**src/inc/mcr_pkg.sv**
```systemverilog
package mcr_pkg;

  // Clock and link rates, in kHz
  localparam int CLK_KHZ = 250000;
  localparam int RATE_1G_KHZ = 125000;
  localparam int RATE_100_KHZ = 25000;
  localparam int RATE_10_KHZ = 2500;
  localparam int DIV_1G = CLK_KHZ / RATE_1G_KHZ;
  localparam int DIV_100 = CLK_KHZ / RATE_100_KHZ;
  localparam int DIV_10 = CLK_KHZ / RATE_10_KHZ;
  localparam int DIV_W = 7;

  // Address widths with and without the timestamping endpoint
  localparam int ADDR_W_TS = 17;
  localparam int ADDR_W_PLAIN = 12;

  // Configuration vector widths
  localparam int RX_VEC_W = 80;
  localparam int TX_VEC_W = 80;
  localparam int RX_VEC_W_PFC = 96;
  localparam int TX_VEC_W_PFC = 368;

  // Speed field positions
  localparam int SPD_REG_LSB = 30;
  localparam int SPD_VEC_LSB = 65;

  // Speed encodings
  localparam logic [1:0] SPD_10 = 2'h0;
  localparam logic [1:0] SPD_100 = 2'h1;
  localparam logic [1:0] SPD_1G = 2'h2;

  // Register byte offsets
  localparam logic [16:0] OFS_RX_CFG = 17'h00000;
  localparam logic [16:0] OFS_TX_CFG = 17'h00004;
  localparam logic [16:0] OFS_SPEED = 17'h00008;
  localparam logic [16:0] OFS_STATUS = 17'h0000C;
  localparam logic [16:0] OFS_PHY_MGMT = 17'h00010;

  // Reset values
  localparam logic [31:0] RST_RX_CFG = 32'h00000000;
  localparam logic [31:0] RST_TX_CFG = 32'h00000000;
  localparam logic [31:0] RST_SPEED = 32'h80000000;
  localparam logic [31:0] RST_PHY_MGMT = 32'h00000000;

  // Self-clearing software reset bit in the RX and TX config registers
  localparam int SWRST_BIT = 31;
  localparam int SWRST_CYCLES = 16;
  localparam int SWRST_W = 5;

  localparam logic [1:0] RESP_OK = 2'h0;
  localparam logic [1:0] RESP_SLVERR = 2'h2;

  typedef enum logic [2:0] {
    REG_NONE = 3'h0,
    REG_RX = 3'h1,
    REG_TX = 3'h2,
    REG_SPD = 3'h3,
    REG_STAT = 3'h4,
    REG_PHY = 3'h5
  } mcr_reg_t;

  typedef enum logic [1:0] {
    ST_IDLE = 2'b01,
    ST_ANSWER = 2'b10
  } mcr_bus_state_t;

  typedef struct packed {
    logic hundred;
    logic low;
  } mcr_speed_flags_t;

endpackage : mcr_pkg

```
**src/rtl/mcr_rate_div.sv**
```systemverilog
`timescale 1ns/1ps
module mcr_rate_div
  import mcr_pkg::*;
(
  input wire logic clock, // System clock
  input wire logic rst, // Synchronous reset
  input wire logic hold, // Domain held in reset
  input wire logic [1:0] speed, // Speed code
  output logic tick // One pulse per link clock period
);

  logic [DIV_W-1:0] count;
  logic [DIV_W-1:0] limit;

  always_comb begin
    case (speed)
      SPD_100: limit = DIV_W'(DIV_100 - 1);
      SPD_10: limit = DIV_W'(DIV_10 - 1);
      default: limit = DIV_W'(DIV_1G - 1);
    endcase
  end

  // A speed change restarts cleanly because the compare is >=
  always_ff @(posedge clock) begin
    if (rst || hold) begin
      count <= '0;
      tick <= 1'b0;
    end else if (count >= limit) begin
      count <= '0;
      tick <= 1'b1;
    end else begin
      count <= count + DIV_W'(1);
      tick <= 1'b0;
    end
  end

endmodule : mcr_rate_div

```
**src/rtl/mcr_top.sv**
```systemverilog
`timescale 1ns/1ps
module mcr_top
  import mcr_pkg::*;
#(
  parameter bit MGMT_EN = 1'b1,
  parameter bit TS_EN = 1'b0,
  parameter bit PFC_EN = 1'b0,
  parameter int ADDR_W = TS_EN ? ADDR_W_TS : ADDR_W_PLAIN,
  parameter int RXV_W = PFC_EN ? RX_VEC_W_PFC : RX_VEC_W,
  parameter int TXV_W = PFC_EN ? TX_VEC_W_PFC : TX_VEC_W
)(
  input wire logic clock, // System clock
  input wire logic rst, // Synchronous reset
  input wire logic glbl_rst_n, // Global reset pin
  input wire logic rx_dom_rst_n, // RX domain reset pin
  input wire logic tx_dom_rst_n, // TX domain reset pin
  input wire logic [ADDR_W-1:0] address, // Avalon byte address
  input wire logic read, // Avalon read
  input wire logic write, // Avalon write
  input wire logic [31:0] writedata, // Avalon write data
  input wire logic [3:0] byteenable, // Avalon byte lanes
  output logic [31:0] readdata, // Avalon read data
  output logic [1:0] response, // Avalon response
  output logic waitrequest, // Avalon wait
  input wire logic [RXV_W-1:0] rx_cfg_vec, // RX config vector
  input wire logic [TXV_W-1:0] tx_cfg_vec, // TX config vector
  output logic [RXV_W-1:0] rx_cfg_eff, // Settings in force, RX
  output logic [TXV_W-1:0] tx_cfg_eff, // Settings in force, TX
  output logic [31:0] phy_mgmt_word, // PHY management word
  output logic phy_mgmt_go, // PHY management request pulse
  output logic rx_reset, // RX reset indication
  output logic tx_reset, // TX reset indication
  output logic tx_clk_en, // TX link clock enable
  output logic rx_clk_en, // RX link clock enable
  output mcr_speed_flags_t speed_flags // Hundred and low flags
);

  function automatic mcr_speed_flags_t speed_decode(input logic [1:0] spd);
    mcr_speed_flags_t f;
    f.hundred = (spd == SPD_100);
    f.low = (spd == SPD_100) || (spd == SPD_10);
    return f;
  endfunction : speed_decode

  function automatic mcr_reg_t reg_decode(input logic [ADDR_W-1:0] a);
    logic [16:0] wide;
    wide = 17'(a);
    case (wide)
      OFS_RX_CFG: return REG_RX;
      OFS_TX_CFG: return REG_TX;
      OFS_SPEED: return REG_SPD;
      OFS_STATUS: return REG_STAT;
      OFS_PHY_MGMT: return REG_PHY;
      default: return REG_NONE;
    endcase
  endfunction : reg_decode

  function automatic logic [31:0] lane_merge(input logic [31:0] old, input logic [31:0] wd,
                                             input logic [3:0] be);
    logic [31:0] r;
    r = old;
    for (int i = 0; i < 4; i++) begin
      if (be[i]) begin
        r[i*8 +: 8] = wd[i*8 +: 8];
      end
    end
    return r;
  endfunction : lane_merge

  // Global reset pin: asserted at once, released through two flops
  logic glbl_meta;
  logic glbl_hold;
  always_ff @(posedge clock or negedge glbl_rst_n) begin
    if (!glbl_rst_n) begin
      glbl_meta <= 1'b1;
      glbl_hold <= 1'b1;
    end else begin
      glbl_meta <= 1'b0;
      glbl_hold <= glbl_meta;
    end
  end

  // Pin release is synced, so core state leaves reset on a clean edge
  logic core_rst;
  assign core_rst = rst || glbl_hold;

  logic [1:0] rx_pin_sync;
  logic [1:0] tx_pin_sync;
  always_ff @(posedge clock) begin
    rx_pin_sync <= {rx_pin_sync[0], rx_dom_rst_n};
    tx_pin_sync <= {tx_pin_sync[0], tx_dom_rst_n};
  end

  // Vector entry registers; second stage alone feeds logic
  logic [RXV_W-1:0] rx_vec_meta;
  logic [RXV_W-1:0] rx_vec_s;
  logic [TXV_W-1:0] tx_vec_meta;
  logic [TXV_W-1:0] tx_vec_s;
  always_ff @(posedge clock) begin
    rx_vec_meta <= rx_cfg_vec;
    rx_vec_s <= rx_vec_meta;
    tx_vec_meta <= tx_cfg_vec;
    tx_vec_s <= tx_vec_meta;
  end

  // Register file
  logic [31:0] rx_cfg;
  logic [31:0] tx_cfg;
  logic [31:0] speed_cfg;
  mcr_bus_state_t state;
  mcr_reg_t sel;
  logic take_wr;
  logic [SWRST_W-1:0] rx_sw_count;
  logic [SWRST_W-1:0] tx_sw_count;

  assign sel = reg_decode(address);
  // Writes land at the edge that ends the wait, the master's sampling edge
  assign take_wr = write && (state == ST_ANSWER) && MGMT_EN;

  always_ff @(posedge clock) begin
    if (core_rst) begin
      rx_cfg <= RST_RX_CFG;
      tx_cfg <= RST_TX_CFG;
      speed_cfg <= RST_SPEED;
      phy_mgmt_word <= RST_PHY_MGMT;
      phy_mgmt_go <= 1'b0;
    end else begin
      phy_mgmt_go <= 1'b0;
      if (take_wr) begin
        case (sel)
          REG_RX: rx_cfg <= lane_merge(rx_cfg, writedata, byteenable);
          REG_TX: tx_cfg <= lane_merge(tx_cfg, writedata, byteenable);
          REG_SPD: speed_cfg <= lane_merge(speed_cfg, writedata, byteenable);
          REG_PHY: begin
            phy_mgmt_word <= lane_merge(phy_mgmt_word, writedata, byteenable);
            phy_mgmt_go <= 1'b1;
          end
          default: ;
        endcase
      end
      // Software reset bits clear themselves once taken
      if (rx_cfg[SWRST_BIT]) begin
        rx_cfg[SWRST_BIT] <= 1'b0;
      end
      if (tx_cfg[SWRST_BIT]) begin
        tx_cfg[SWRST_BIT] <= 1'b0;
      end
    end
  end

  // Software reset stretchers
  // A repeat write restarts the count; the hold stays continuous
  always_ff @(posedge clock) begin
    if (core_rst) begin
      rx_sw_count <= '0;
      tx_sw_count <= '0;
    end else begin
      if (rx_cfg[SWRST_BIT]) begin
        rx_sw_count <= SWRST_W'(SWRST_CYCLES);
      end else if (rx_sw_count != '0) begin
        rx_sw_count <= rx_sw_count - SWRST_W'(1);
      end
      if (tx_cfg[SWRST_BIT]) begin
        tx_sw_count <= SWRST_W'(SWRST_CYCLES);
      end else if (tx_sw_count != '0) begin
        tx_sw_count <= tx_sw_count - SWRST_W'(1);
      end
    end
  end

  logic rx_hold;
  logic tx_hold;
  assign rx_hold = !rx_pin_sync[1] || (rx_sw_count != '0);
  assign tx_hold = !tx_pin_sync[1] || (tx_sw_count != '0);

  always_ff @(posedge clock) begin
    if (core_rst) begin
      rx_reset <= 1'b1;
      tx_reset <= 1'b1;
    end else begin
      rx_reset <= rx_hold;
      tx_reset <= tx_hold;
    end
  end

  // Speed in force: register with the port, vector without it
  logic [1:0] speed_now;
  assign speed_now = MGMT_EN ? speed_cfg[SPD_REG_LSB +: 2]
                             : tx_vec_s[SPD_VEC_LSB +: 2];

  always_ff @(posedge clock) begin
    if (core_rst) begin
      speed_flags <= speed_decode(RST_SPEED[SPD_REG_LSB +: 2]);
    end else begin
      speed_flags <= speed_decode(speed_now);
    end
  end

  // Settings in force
  always_ff @(posedge clock) begin
    if (core_rst) begin
      rx_cfg_eff <= '0;
      tx_cfg_eff <= '0;
    end else if (MGMT_EN) begin
      rx_cfg_eff <= RXV_W'(rx_cfg);
      tx_cfg_eff <= TXV_W'(tx_cfg);
    end else begin
      rx_cfg_eff <= rx_vec_s;
      tx_cfg_eff <= tx_vec_s;
    end
  end

  // One registered copy feeds both dividers, in step with the speed flags
  logic [1:0] speed_div;
  always_ff @(posedge clock) begin
    if (core_rst) begin
      speed_div <= RST_SPEED[SPD_REG_LSB +: 2];
    end else begin
      speed_div <= speed_now;
    end
  end

  // Link clock enables; client logic is expected to run off these
  mcr_rate_div u_tx_div (
    .clock(clock),
    .rst(core_rst),
    .hold(tx_reset),
    .speed(speed_div),
    .tick(tx_clk_en)
  );

  mcr_rate_div u_rx_div (
    .clock(clock),
    .rst(core_rst),
    .hold(rx_reset),
    .speed(speed_div),
    .tick(rx_clk_en)
  );

  // Bus answer: fixed one wait state keeps the decode off the critical path
  // Read data and response are registered, so they stand for the whole answer cycle
  logic [31:0] status_word;
  assign status_word = {26'h0, speed_now, tx_reset, rx_reset, speed_flags.low,
                        speed_flags.hundred};

  always_ff @(posedge clock) begin
    if (core_rst) begin
      state <= ST_IDLE;
      waitrequest <= 1'b1;
      readdata <= 32'h00000000;
      response <= RESP_OK;
    end else begin
      case (state)
        ST_IDLE: begin
          if (read || write) begin
            state <= ST_ANSWER;
            waitrequest <= 1'b0;
            response <= (sel == REG_NONE || (!MGMT_EN && write)) ? RESP_SLVERR : RESP_OK;
            case (sel)
              REG_RX: readdata <= rx_cfg;
              REG_TX: readdata <= tx_cfg;
              REG_SPD: readdata <= speed_cfg;
              REG_STAT: readdata <= status_word;
              REG_PHY: readdata <= phy_mgmt_word;
              default: readdata <= 32'h00000000;
            endcase
          end
        end
        ST_ANSWER: begin
          state <= ST_IDLE;
          waitrequest <= 1'b1;
        end
        default: begin
          state <= ST_IDLE;
          waitrequest <= 1'b1;
        end
      endcase
    end
  end

endmodule : mcr_top

```
**config.mk**
```make
export PLATFORM = sky130hd
export DESIGN_NAME = mcr_top
export DESIGN_NICKNAME = d
export VERILOG_FILES = /design/src/inc/mcr_pkg.sv /design/src/rtl/mcr_rate_div.sv /design/src/rtl/mcr_top.sv
export SDC_FILE = /design/constraint.sdc
export NUM_CORES = 1
export LEC_CHECK = 0
export BUFFER_PORTS_ARGS = -buffer_cell sky130_fd_sc_hd__buf_4
export CORE_AREA = 3 3 175 177
export DETAILED_ROUTE_END_ITERATION = 7
export DIE_AREA = 0 0 178 180
export GPL_TIMING_DRIVEN = 0
export PLACE_DENSITY = 0.67
export RECOVER_POWER = 25
export SYNTH_ARGS = -nofsm -noshare
export SYNTH_HDL_FRONTEND = slang
export SYNTH_SLANG_ARGS = --single-unit
```
**constraint.sdc**
```tcl
create_clock -name clock -period 2.25 [get_ports clock]
set_input_delay 0 -clock clock [delete_from_list [all_inputs] [get_ports clock]]
set_output_delay 0 -clock clock [all_outputs]
set_load 0.1 [all_outputs]
```
* Yosys cells after proc, flatten, opt, wreduce, memory -nomap -nowiden *
Cells that the tools add are included.

storage, ports and cells
  flip-flop bits (word level) = 364
  bits of input ports = 215
  output and inout port bits = 234
  word-level logic and storage cells = 117

cells by class
  add/subtract/negate cells = 4
  order comparisons = 2
  equal/unequal tests = 13
  mux-type cells = 11
  bitwise operators = 2
  reduce and logical (&&, ||, !) cells = 41

operators with widths
  kind                                               number
  one-hot mux 32 bit (5 select lines)                1
  AND reduction 3 bit                                16
  == test 12 x 4 -> 1 bit (second input constant)    2
  2-to-1 mux 5 bit                                   4
  one-hot mux 3 bit (5 select lines)                 1
  adder 7 x 1 -> 7 bit (second input constant)       2
  greater-or-equal comparator 7 bit                  2
  one-hot mux 7 bit (2 select lines)                 1
  == test 12 x 3 -> 1 bit (second input constant)    1
  == test 12 x 5 -> 1 bit (second input constant)    1
  logical NOT 12 bit                                 1
  OR reduction 2 bit                                 6
  nonzero test 5 bit                                 2
  subtractor 5 x 1 -> 5 bit (second input constant)  2
  logical OR 1 bit                                   7
  == test 2 x 1 -> 1 bit (second input constant)     3
  == test 3 x 2 -> 1 bit (second input constant)     2
  == test 3 bit (second input constant)              2
  logical NOT 2 bit                                  2
  nonzero test 2 bit                                 2
  == test 3 x 1 -> 1 bit (second input constant)     1
  logical NOT 3 bit                                  1
  2-to-1 mux 1 bit                                   3
  == test 2 bit (second input constant)              1
  5 further kinds                                    7

* Depth between registers and ports, before layout *
Gate-level depths: netlist of run 1.

  depth in word-level cells = 4
  depth in mapped cells = 8
  gate-level depth less buffers = 6

* Cells and area by module *
From an unflattened synthesis of run 1, not the netlist that was laid out.

unflattened totals
  cells, all modules = 1059
  area, all modules = 10730.3 um^2

by module, submodules not included
  module        instances  cells each  area an instance (um^2)  seq. area each (um^2)
  mcr_top       1          973         9897.0                   5017.3
  mcr_rate_div  2          43          416.6                    160.2

* Worst setup path after synthesis of run 1 *
Ideal clock, no wire load.

  path type = reg-to-reg
  start = reg state[0]
  end = reg readdata[13]
  setup time = 80 ps
  arrival time = 2291 ps
  required time = 2170 ps
  slack = -121 ps
  stages on the path, launching flop included = 8
  buffers on the path = 3
  clock period less this slack = 2371 ps
  cell sequence = dfxtp_1 > nor2b_1 > clkbuf_1 > and3_1 > buf_2 > clkbuf_1 > nand4_1 > o211ai_1

between the ends
  longest elaborated chain between the ends = 2

ends and longest elaborated chain
  element                               line            source
  start: declaration                    mcr_top.sv:110  mcr_bus_state_t state;
  start signal: assignment              mcr_top.sv:248  state <= ST_IDLE;
  start signal: assignment              mcr_top.sv:256  state <= ST_ANSWER;
  start signal: assignment              mcr_top.sv:270  state <= ST_IDLE;
  == test 2 x 1 -> 1 bit                mcr_top.sv:253  case (state)
  AND reduction 2 bit (no source line)  -
  end signal: assignment                mcr_top.sv:260  REG_RX: readdata <= rx_cfg;
  end signal: assignment                mcr_top.sv:261  REG_TX: readdata <= tx_cfg;
  end signal: assignment                mcr_top.sv:262  REG_SPD: readdata <= speed_cfg;
  end: declaration                      mcr_top.sv:22   output logic [31:0] readdata,

No other way between the ends.
A chain may end at the register's enable or synchronous reset.

* Final worst setup path of run 1 *
  start = reg state[0]
  end = reg readdata[19]

Same word-level chain as after synthesis.

==> metrics.txt, run 1 <==
# TYPE chip_impl_metric gauge
chip_impl_metric{name="critPathBufInv",unit=""} 3
chip_impl_info{name="end_kind",value="flop"} 1
chip_impl_metric{name="clock_latency",unit="ps"} 550
chip_impl_metric{name="syn-mean-instance-area",unit="µm²"} 8.83
chip_impl_metric{name="gp_congestion",unit=""} 0.940
chip_impl_info{name="grt_setup_unrepaired",value="no"} 1
chip_impl_metric{name="detailedRoute.firstIterationViolations",unit=""} 1457
chip_impl_metric{name="core.rowCount",unit=""} 63
chip_impl_metric{name="required",unit="ps"} 2710
chip_impl_metric{name="timing.critical_path.arrival",unit="ps"} 2650
chip_impl_metric{name="synth-edff-count",unit=""} 0
chip_impl_metric{name="worst_tran_pin_value",unit="ps"} 1270
chip_impl_metric{name="synth_compound_gate_area_share",unit="%"} 19.6
chip_impl_metric{name="slew-limit-headroom",unit="%"} 15.4
chip_impl_metric{name="postRouteAntennaNets",unit=""} 0
chip_impl_metric{name="finalWorstPathRequiredPeriod",unit="ps"} 2190
chip_impl_info{name="layout_common_cells",value="sky130_fd_sc_hd__dfxtp_1, sky130_fd_sc_hd__buf_4, sky130_fd_sc_hd__nand3_1"} 1
chip_impl_metric{name="design.final.nets",unit=""} 1868
chip_impl_metric{name="synthDistinctLibCells",unit=""} 53
chip_impl_metric{name="area_growth",unit="%"} 30.9
chip_impl_metric{name="dr.pass1.iters",unit=""} 6
chip_impl_info{name="class_of_the_tightest_hold_or_removal_check",value="primary input to flop"} 1
chip_impl_metric{name="numCtsBuffers",unit=""} 29
chip_impl_metric{name="post-place-cells",unit=""} 1948
chip_impl_info{name="holdCritStartpoint",value="byteenable[1]"} 1
chip_impl_metric{name="initial_core_util",unit="%"} 38.2
chip_impl_metric{name="grt_usage",unit="%"} 24.5
chip_impl_metric{name="drive_above_1_share",unit="%"} 19.7
chip_impl_metric{name="hold_ws",unit="ps"} 28.6
chip_impl_metric{name="async_reset_ff_share",unit="%"} 0.752
chip_impl_metric{name="setup-violations-final",unit=""} 0
chip_impl_metric{name="drcViolationCount",unit=""} 0
chip_impl_info{name="cpLargestDelayFamily",value="buffers and inverters"} 1
chip_impl_metric{name="fmaxAchievable",unit="GHz"} 0.457
chip_impl_metric{name="drt_wl_total",unit="mm"} 41.6
chip_impl_metric{name="fillerInstances",unit=""} 2855
chip_impl_info{name="cts-root-buf",value="sky130_fd_sc_hd__clkbuf_16"} 1
chip_impl_info{name="worst_setup_startpoint",value="state[0]"} 1
chip_impl_info{name="timing_worst_setup_path_type",value="flop to flop"} 1
chip_impl_info{name="crit_path_frequent_cell",value="sky130_fd_sc_hd__buf_2"} 1
chip_impl_metric{name="via_count_of_the_first_global_routing_pass",unit=""} 10453
chip_impl_metric{name="critPathMaxStageDelay",unit="ps"} 440
chip_impl_metric{name="grt_max_degree",unit=""} 14
chip_impl_info{name="synth_top_family_by_area",value="compound AO/OA/AOI/OAI gates"} 1
chip_impl_info{name="cts_tree",value="yes"} 1
chip_impl_info{name="crit_path_cell_trace",value="nor2b_1, clkbuf_2, and3_1, buf_2, nand2_1, buf_2, o211ai_1"} 1
chip_impl_metric{name="postSynthCellCount",unit=""} 1272
chip_impl_metric{name="netlist_area",unit="µm²"} 11200
chip_impl_metric{name="synth_simple_gate_area_share",unit="%"} 18.7
chip_impl_metric{name="core",unit="µm²"} 29400
chip_impl_metric{name="final_design_area_no_fill",unit="µm²"} 14700
chip_impl_metric{name="max-vdd-ir-drop",unit="V"} 0.000668
chip_impl_metric{name="synth-seq-area-share",unit="%"} 47.5
chip_impl_metric{name="synth_warnings",unit=""} 0
chip_impl_metric{name="synth.ff_latch_count",unit=""} 266
chip_impl_metric{name="timing.max_cap.violations",unit=""} 0
chip_impl_metric{name="cts_max_level",unit=""} 1
chip_impl_info{name="ys_dominant_reg_cell",value="sky130_fd_sc_hd__dfxtp_1"} 1
chip_impl_metric{name="final_hold_viol_count",unit=""} 0
chip_impl_metric{name="globalRouteOverflowTotal",unit=""} 0
chip_impl_metric{name="route.detailed.wl_per_inst",unit="µm"} 20.3
chip_impl_info{name="cpMaxStageDelayCell",value="sky130_fd_sc_hd__dfxtp_2"} 1
chip_impl_info{name="status",value="finished clean"} 1
chip_impl_metric{name="power_density",unit="nW/µm²"} 793
chip_impl_metric{name="place_area",unit="µm²"} 13500
chip_impl_metric{name="buffer_ports.inserted",unit=""} 189
chip_impl_metric{name="buffer_depth_of_the_longest_clock_path",unit=""} 3
chip_impl_info{name="final_common_cell",value="sky130_fd_sc_hd__dfxtp_1"} 1
chip_impl_info{name="setup.worst_path.start_class",value="flop"} 1
chip_impl_info{name="rr_startpoint",value="state[0]"} 1
chip_impl_metric{name="setup_skew",unit="ps"} 9.85
chip_impl_metric{name="tritoncts_num_sinks",unit=""} 266
chip_impl_metric{name="finalCritPeriodShare",unit="%"} 97.3
chip_impl_metric{name="die_area",unit="µm²"} 32000
chip_impl_metric{name="clock_edge_transition_at_the_registers_on_the_reported_setup_and_hold_paths",unit="ps"} 60
chip_impl_metric{name="synthAdderAreaFrac",unit="%"} 1.56
chip_impl_metric{name="synth_xor_xnor_area_share",unit="%"} 1.25
chip_impl_metric{name="route.vias.total",unit=""} 10991
chip_impl_metric{name="hpwlAfterDp",unit="mm"} 30.0
chip_impl_metric{name="synthMuxAreaShare",unit="%"} 0.178
chip_impl_metric{name="antenna_violations_before_repair",unit=""} 5
chip_impl_metric{name="routed_via_density",unit=""} 5.35
chip_impl_metric{name="floorplan.die.width",unit="µm"} 178
chip_impl_metric{name="p_leak",unit="nW"} 5.63
chip_impl_metric{name="critical_path.max_fanout",unit=""} 11
chip_impl_metric{name="stdcell_count",unit=""} 2054
chip_impl_metric{name="grt_pass1_wl",unit="mm"} 61.3
chip_impl_metric{name="die_height",unit="µm"} 180
chip_impl_metric{name="count_of_pins_on_the_block_boundary",unit=""} 449
chip_impl_metric{name="report.final.slew_viol_count",unit=""} 0
routing by layer:
layer	global-route usage [%]	wire length [µm]	part of all wire [%]	up-vias
met4	9.68	1580	3.8	4
met1	32.7	16800	40	5108
met5	0	27	0.065	-
li1	-	-	-	5071
met3	6.51	4720	11	119
met2	37.7	18500	44	689
worst reg2reg max path: cells and delay by family (launching register included):
| family | cells | cell delay (ps) |
|---|---|---|
| simple gates | 3 | 670 |
| flops | 1 | 440 |
| compound gates | 1 | 220 |
| buf+inv | 3 | 790 |
area by class of cell:
cell class / count / area [µm²] / share of cell area [%]
Clock inverter: 10 / 105 / 0.715
Tap cell: 390 / 488 / 3.32
Clock buffer: 43 / 868 / 5.91
Multi-Input combinational cell: 884 / 5040 / 34.3
Antenna cell: 3 / 7.51 / 0.0511
Inverter: 17 / 63.8 / 0.434
Timing Repair Buffer: 240 / 1570 / 10.7
Sequential cell: 266 / 5340 / 36.3
Buffer: 201 / 1210 / 8.24
per-stage QoR:
stage	utilization, %	worst slack, ps	total power, W	setup TNS [ps]
4_1_cts	50.8	1.11	0.0117	0
5_1_grt	50.0	4.40	0.0120	0
2_1_floorplan	-	231	0.00649	0
3_3_place_gp	45.9	-712	0.00681	-73090
3_5_place_dp	45.9	-234	0.00685	-14820
6_report	50.0	60.9	0.0117	0
registers in the layout, summed over array words and instances (netlist names), 7 cells and up:
signal,count
readdata,32
tx_cfg_eff,32
rx_cfg_eff,32
rx_cfg,32
u_rx_div.count,7
tx_cfg,32
phy_mgmt_word,32
u_tx_div.count,7
speed_cfg,32
power by group:
| part | internal [W] | switching [W] | leakage, nW |
|---|---|---|---|
| registers | 0.00480 | 0.0000774 | 2.15 |
| clock network | 0.00288 | 0.00194 | 0.480 |
| logic | 0.000546 | 0.00142 | 3.00 |
cells by family after synthesis:
group / Yosys count
AND/OR/NAND/NOR: 379
AO/OA/AOI/OAI: 375
flip-flops: 266
buffers and inverters: 219
XOR/XNOR: 16
adder cells (fa/ha/maj): 14
multiplexers: 2
other: 1
cells in the mapped netlist, drive strengths merged (11+ instances only):
master | n | area share [%]
nor3 | 14 | 1.0
dfxtp | 264 | 47
nand4 | 34 | 1.9
and2 | 67 | 3.7
ha | 14 | 1.6
o21ai | 137 | 6.1
a22o | 26 | 2.0
nor2 | 36 | 1.3
clkbuf | 69 | 2.3
a22oi | 27 | 1.8
xnor2 | 11 | 0.86
nand2 | 41 | 1.4
a21oi | 131 | 5.9
o211ai | 28 | 1.9
buf | 133 | 8.3
nand3 | 145 | 6.5
inv | 17 | 0.57
worst paths after layout:
path                                       end  slack (ps)  cells after the start
worst max-delay path              readdata[19]          60                      7
worst min-delay path              speed_cfg[9]          30                      6
worst max register to register    readdata[19]          60                      7
worst min register to register  tx_pin_sync[1]         320                      0
max in group asynchronous            glbl_meta        1700                      3
min in group asynchronous            glbl_hold         530                      3
timing repair:
action                                  in CTS  in global routing
gates resized for setup                     10                 27
setup buffers                                0                  6
hold endpoints to repair                   142                  0
endpoints found under the setup margin     139                121
pin swaps                                    0                  3
hold buffers                                45                  0
Note: power is estimated with default switching activity, not from simulation.
==> inputs of run 2 (changes only) <==
- CORE_AREA: 3 3 175 177 -> not set
- CORE_MARGIN: not set -> 3
- CORE_UTILIZATION: not set -> 28
- DIE_AREA: 0 0 178 180 -> not set
- PLACE_DENSITY: 0.67 -> 0.53
- SETUP_SLACK_MARGIN: not set -> 0.1
==> metrics.txt, run 2 (same netlist as run 1, synthesis figures left out) <==
# TYPE chip_impl_metric gauge
chip_impl_info{name="status",value="finished clean"} 1
chip_impl_metric{name="worst_tran_pin_value",unit="ps"} 1250
chip_impl_metric{name="p_leak",unit="nW"} 5.74
chip_impl_metric{name="postLayoutCoreUtil",unit="%"} 38.6
chip_impl_metric{name="power_density",unit="nW/µm²"} 819
chip_impl_metric{name="die_height",unit="µm"} 206
chip_impl_info{name="cts-root-buf",value="sky130_fd_sc_hd__clkbuf_16"} 1
chip_impl_metric{name="timing.critical_path.arrival",unit="ps"} 2470
chip_impl_metric{name="final_hold_viol_count",unit=""} 0
chip_impl_metric{name="drt_wl_total",unit="mm"} 46.7
chip_impl_info{name="final_common_cell",value="sky130_fd_sc_hd__dfxtp_1"} 1
chip_impl_info{name="end_kind",value="flop"} 1
chip_impl_metric{name="drive_above_1_share",unit="%"} 20.6
chip_impl_metric{name="design.final.nets",unit=""} 1878
chip_impl_metric{name="buffer_ports.inserted",unit=""} 189
chip_impl_metric{name="cts_max_level",unit=""} 2
chip_impl_info{name="class_of_the_tightest_hold_or_removal_check",value="primary input to flop"} 1
chip_impl_metric{name="diodes",unit=""} 0
chip_impl_metric{name="clock_edge_transition_at_the_registers_on_the_reported_setup_and_hold_paths",unit="ps"} 60
chip_impl_metric{name="buffer_depth_of_the_longest_clock_path",unit=""} 3
chip_impl_metric{name="clock_latency",unit="ps"} 530
chip_impl_metric{name="pwr-share-comb",unit="%"} 16.1
chip_impl_metric{name="groute.layer.met2.usage",unit="%"} 33.5
chip_impl_metric{name="gp_congestion",unit=""} 0.869
chip_impl_metric{name="max-vdd-ir-drop",unit="V"} 0.000435
chip_impl_metric{name="floorplan.die.width",unit="µm"} 206
chip_impl_metric{name="area_growth",unit="%"} 34.2
chip_impl_info{name="cts_tree",value="yes"} 1
chip_impl_metric{name="flop_pwr_share",unit="%"} 39.5
chip_impl_info{name="layout_common_cells",value="sky130_fd_sc_hd__dfxtp_1, sky130_fd_sc_hd__buf_4, sky130_fd_sc_hd__nand3_1"} 1
chip_impl_metric{name="route.vias.total",unit=""} 10924
chip_impl_metric{name="initial_core_util",unit="%"} 28.7
chip_impl_metric{name="finalCritPeriodShare",unit="%"} 93.1
chip_impl_metric{name="antenna_violations_before_repair",unit=""} 2
chip_impl_metric{name="tritoncts_num_sinks",unit=""} 266
chip_impl_metric{name="post-place-cells",unit=""} 2077
chip_impl_metric{name="required",unit="ps"} 2620
chip_impl_metric{name="slew-limit-headroom",unit="%"} 16.7
chip_impl_metric{name="via_count_of_the_first_global_routing_pass",unit=""} 10627
chip_impl_metric{name="detailedRoute.firstIterationViolations",unit=""} 1022
chip_impl_metric{name="finalWorstPathRequiredPeriod",unit="ps"} 2090
chip_impl_metric{name="die_area",unit="µm²"} 42500
chip_impl_metric{name="power.share.switching",unit="%"} 29.8
chip_impl_metric{name="numCtsBuffers",unit=""} 34
chip_impl_info{name="timing_worst_setup_path_type",value="primary input to flop"} 1
chip_impl_metric{name="core",unit="µm²"} 39100
chip_impl_metric{name="power.total",unit="W"} 0.0123
chip_impl_metric{name="setup-tns-final",unit="ps"} 0
chip_impl_metric{name="grt_pass1_wl",unit="mm"} 67.5
chip_impl_metric{name="critical_path.max_fanout",unit=""} 10
chip_impl_metric{name="globalRouteOverflowTotal",unit=""} 0
chip_impl_info{name="globalRoute.busiestLayer",value="met2"} 1
chip_impl_metric{name="core.rowCount",unit=""} 72
chip_impl_info{name="grt_setup_unrepaired",value="no"} 1
chip_impl_metric{name="stdcell_count",unit=""} 2191
chip_impl_metric{name="setup-violations-final",unit=""} 0
chip_impl_metric{name="count_of_pins_on_the_block_boundary",unit=""} 449
chip_impl_metric{name="grt_max_degree",unit=""} 13
chip_impl_metric{name="timing.max_cap.violations",unit=""} 0
chip_impl_metric{name="route.detailed.wl_per_inst",unit="µm"} 21.3
chip_impl_info{name="setup.worst_path.start_class",value="primary input"} 1
chip_impl_metric{name="postRouteAntennaNets",unit=""} 0
chip_impl_metric{name="fmaxAchievable",unit="GHz"} 0.477
chip_impl_metric{name="cell_internal_pwr",unit="W"} 0.00867
chip_impl_metric{name="p_switching",unit="W"} 0.00368
chip_impl_metric{name="grt_usage",unit="%"} 21.1
chip_impl_metric{name="drcViolationCount",unit=""} 0
chip_impl_metric{name="p_clk_share",unit="%"} 44.4
chip_impl_metric{name="grtUsageMet3",unit="%"} 5.56
chip_impl_metric{name="routed_via_density",unit=""} 4.99
chip_impl_metric{name="setup_skew",unit="ps"} 24.2
chip_impl_metric{name="hpwlAfterDp",unit="mm"} 33.9
chip_impl_metric{name="global_route.usage.met1",unit="%"} 28.3
chip_impl_metric{name="dr.pass1.iters",unit=""} 7
chip_impl_metric{name="report.final.slew_viol_count",unit=""} 0
==> run 2: cell types whose count changed in the layout (fill, tap and decap cells not counted), moves of 2 or more <==
cell / previous run / this run
sky130_fd_sc_hd__clkbuf_16: 29 / 35
sky130_fd_sc_hd__clkbuf_4: 2 / 8
sky130_fd_sc_hd__clkbuf_1: 144 / 139
sky130_fd_sc_hd__buf_4: 199 / 203
sky130_fd_sc_hd__diode_2: 3 / 0
sky130_fd_sc_hd__buf_2: 30 / 28
sky130_fd_sc_hd__clkbuf_8: 9 / 7
sky130_fd_sc_hd__inv_6: 0 / 2
sky130_fd_sc_hd__nor3_2: 1 / 3
==> run 2: final cells by class <==
cell class                      instances  area [µm²]
Multi-Input combinational cell        884        5050
Sequential cell                       266        5340
Timing Repair Buffer                  245        1610
Clock buffer                           45         983
Buffer                                201        1230
Tap cell                              518         648
Inverter                               17        63.8
Fill cell                            4093       24000
Clock inverter                         15         144
==> run 2: routing by layer <==
| metal | part of all wire, % | vias to the layer above | wire length (µm) |
|---|---|---|---|
| met5 | 0.028 | - | 13 |
| met4 | 2.6 | 2 | 1210 |
| met3 | 9.8 | 81 | 4560 |
| met2 | 45 | 558 | 20900 |
| met1 | 43 | 5182 | 19900 |
| li1 | - | 5101 | - |
==> run 2: power groups by stage <==
stage / Sequential, W / Clock, W / Combinational, W
2_1_floorplan: 0.00502 / 0 / 0.00146
3_3_place_gp: 0.00498 / 0 / 0.00187
3_5_place_dp: 0.00498 / 0 / 0.00189
4_1_cts: 0.00488 / 0.00560 / 0.00196
5_1_grt: 0.00488 / 0.00577 / 0.00210
6_report: 0.00488 / 0.00548 / 0.00198
==> run 2: stage by stage <==
step | setup slack, ps | hold WS [ps] | cell area, µm²
6_report | 155 | 2.01 | 15100
5_1_grt | 101 | 20.9 | 15100
4_1_cts | 127 | 2.22 | 15300
3_5_place_dp | -384 | -50.9 | 13700
3_3_place_gp | -842 | -56.4 | 13700
2_1_floorplan | 231 | -148 | 11600
==> run 2: final timing paths <==
kind,slack (ps),startpoint,to,cells after the start
worst max-delay path,160,write,readdata[26],9
worst min-delay path,2,byteenable[3],speed_cfg[25],5
worst max register to register,190,state[1],readdata[13],8
worst min register to register,330,rx_pin_sync[0],rx_pin_sync[1],0
max in group asynchronous,1660,glbl_rst_n,glbl_hold,3
min in group asynchronous,570,glbl_rst_n,glbl_meta,3
==> run 2: worst max-delay path, stage by stage <==
cell                            delay [ps]
sky130_fd_sc_hd__dlygate4sd3_1         540
sky130_fd_sc_hd__clkbuf_1              270
sky130_fd_sc_hd__or2_2                 390
sky130_fd_sc_hd__buf_2                 210
sky130_fd_sc_hd__and3_1                200
sky130_fd_sc_hd__clkbuf_4              190
sky130_fd_sc_hd__nand2_4               140
sky130_fd_sc_hd__buf_2                 340
sky130_fd_sc_hd__o211ai_1              150
==> run 2: timing repair <==
item                       CTS  global route
hold buffers                45             1
gates resized for setup     18            31
hold endpoints to repair   138             1
setup buffers                1             8
setup endpoints to repair  172           115
pin swaps                    1             5
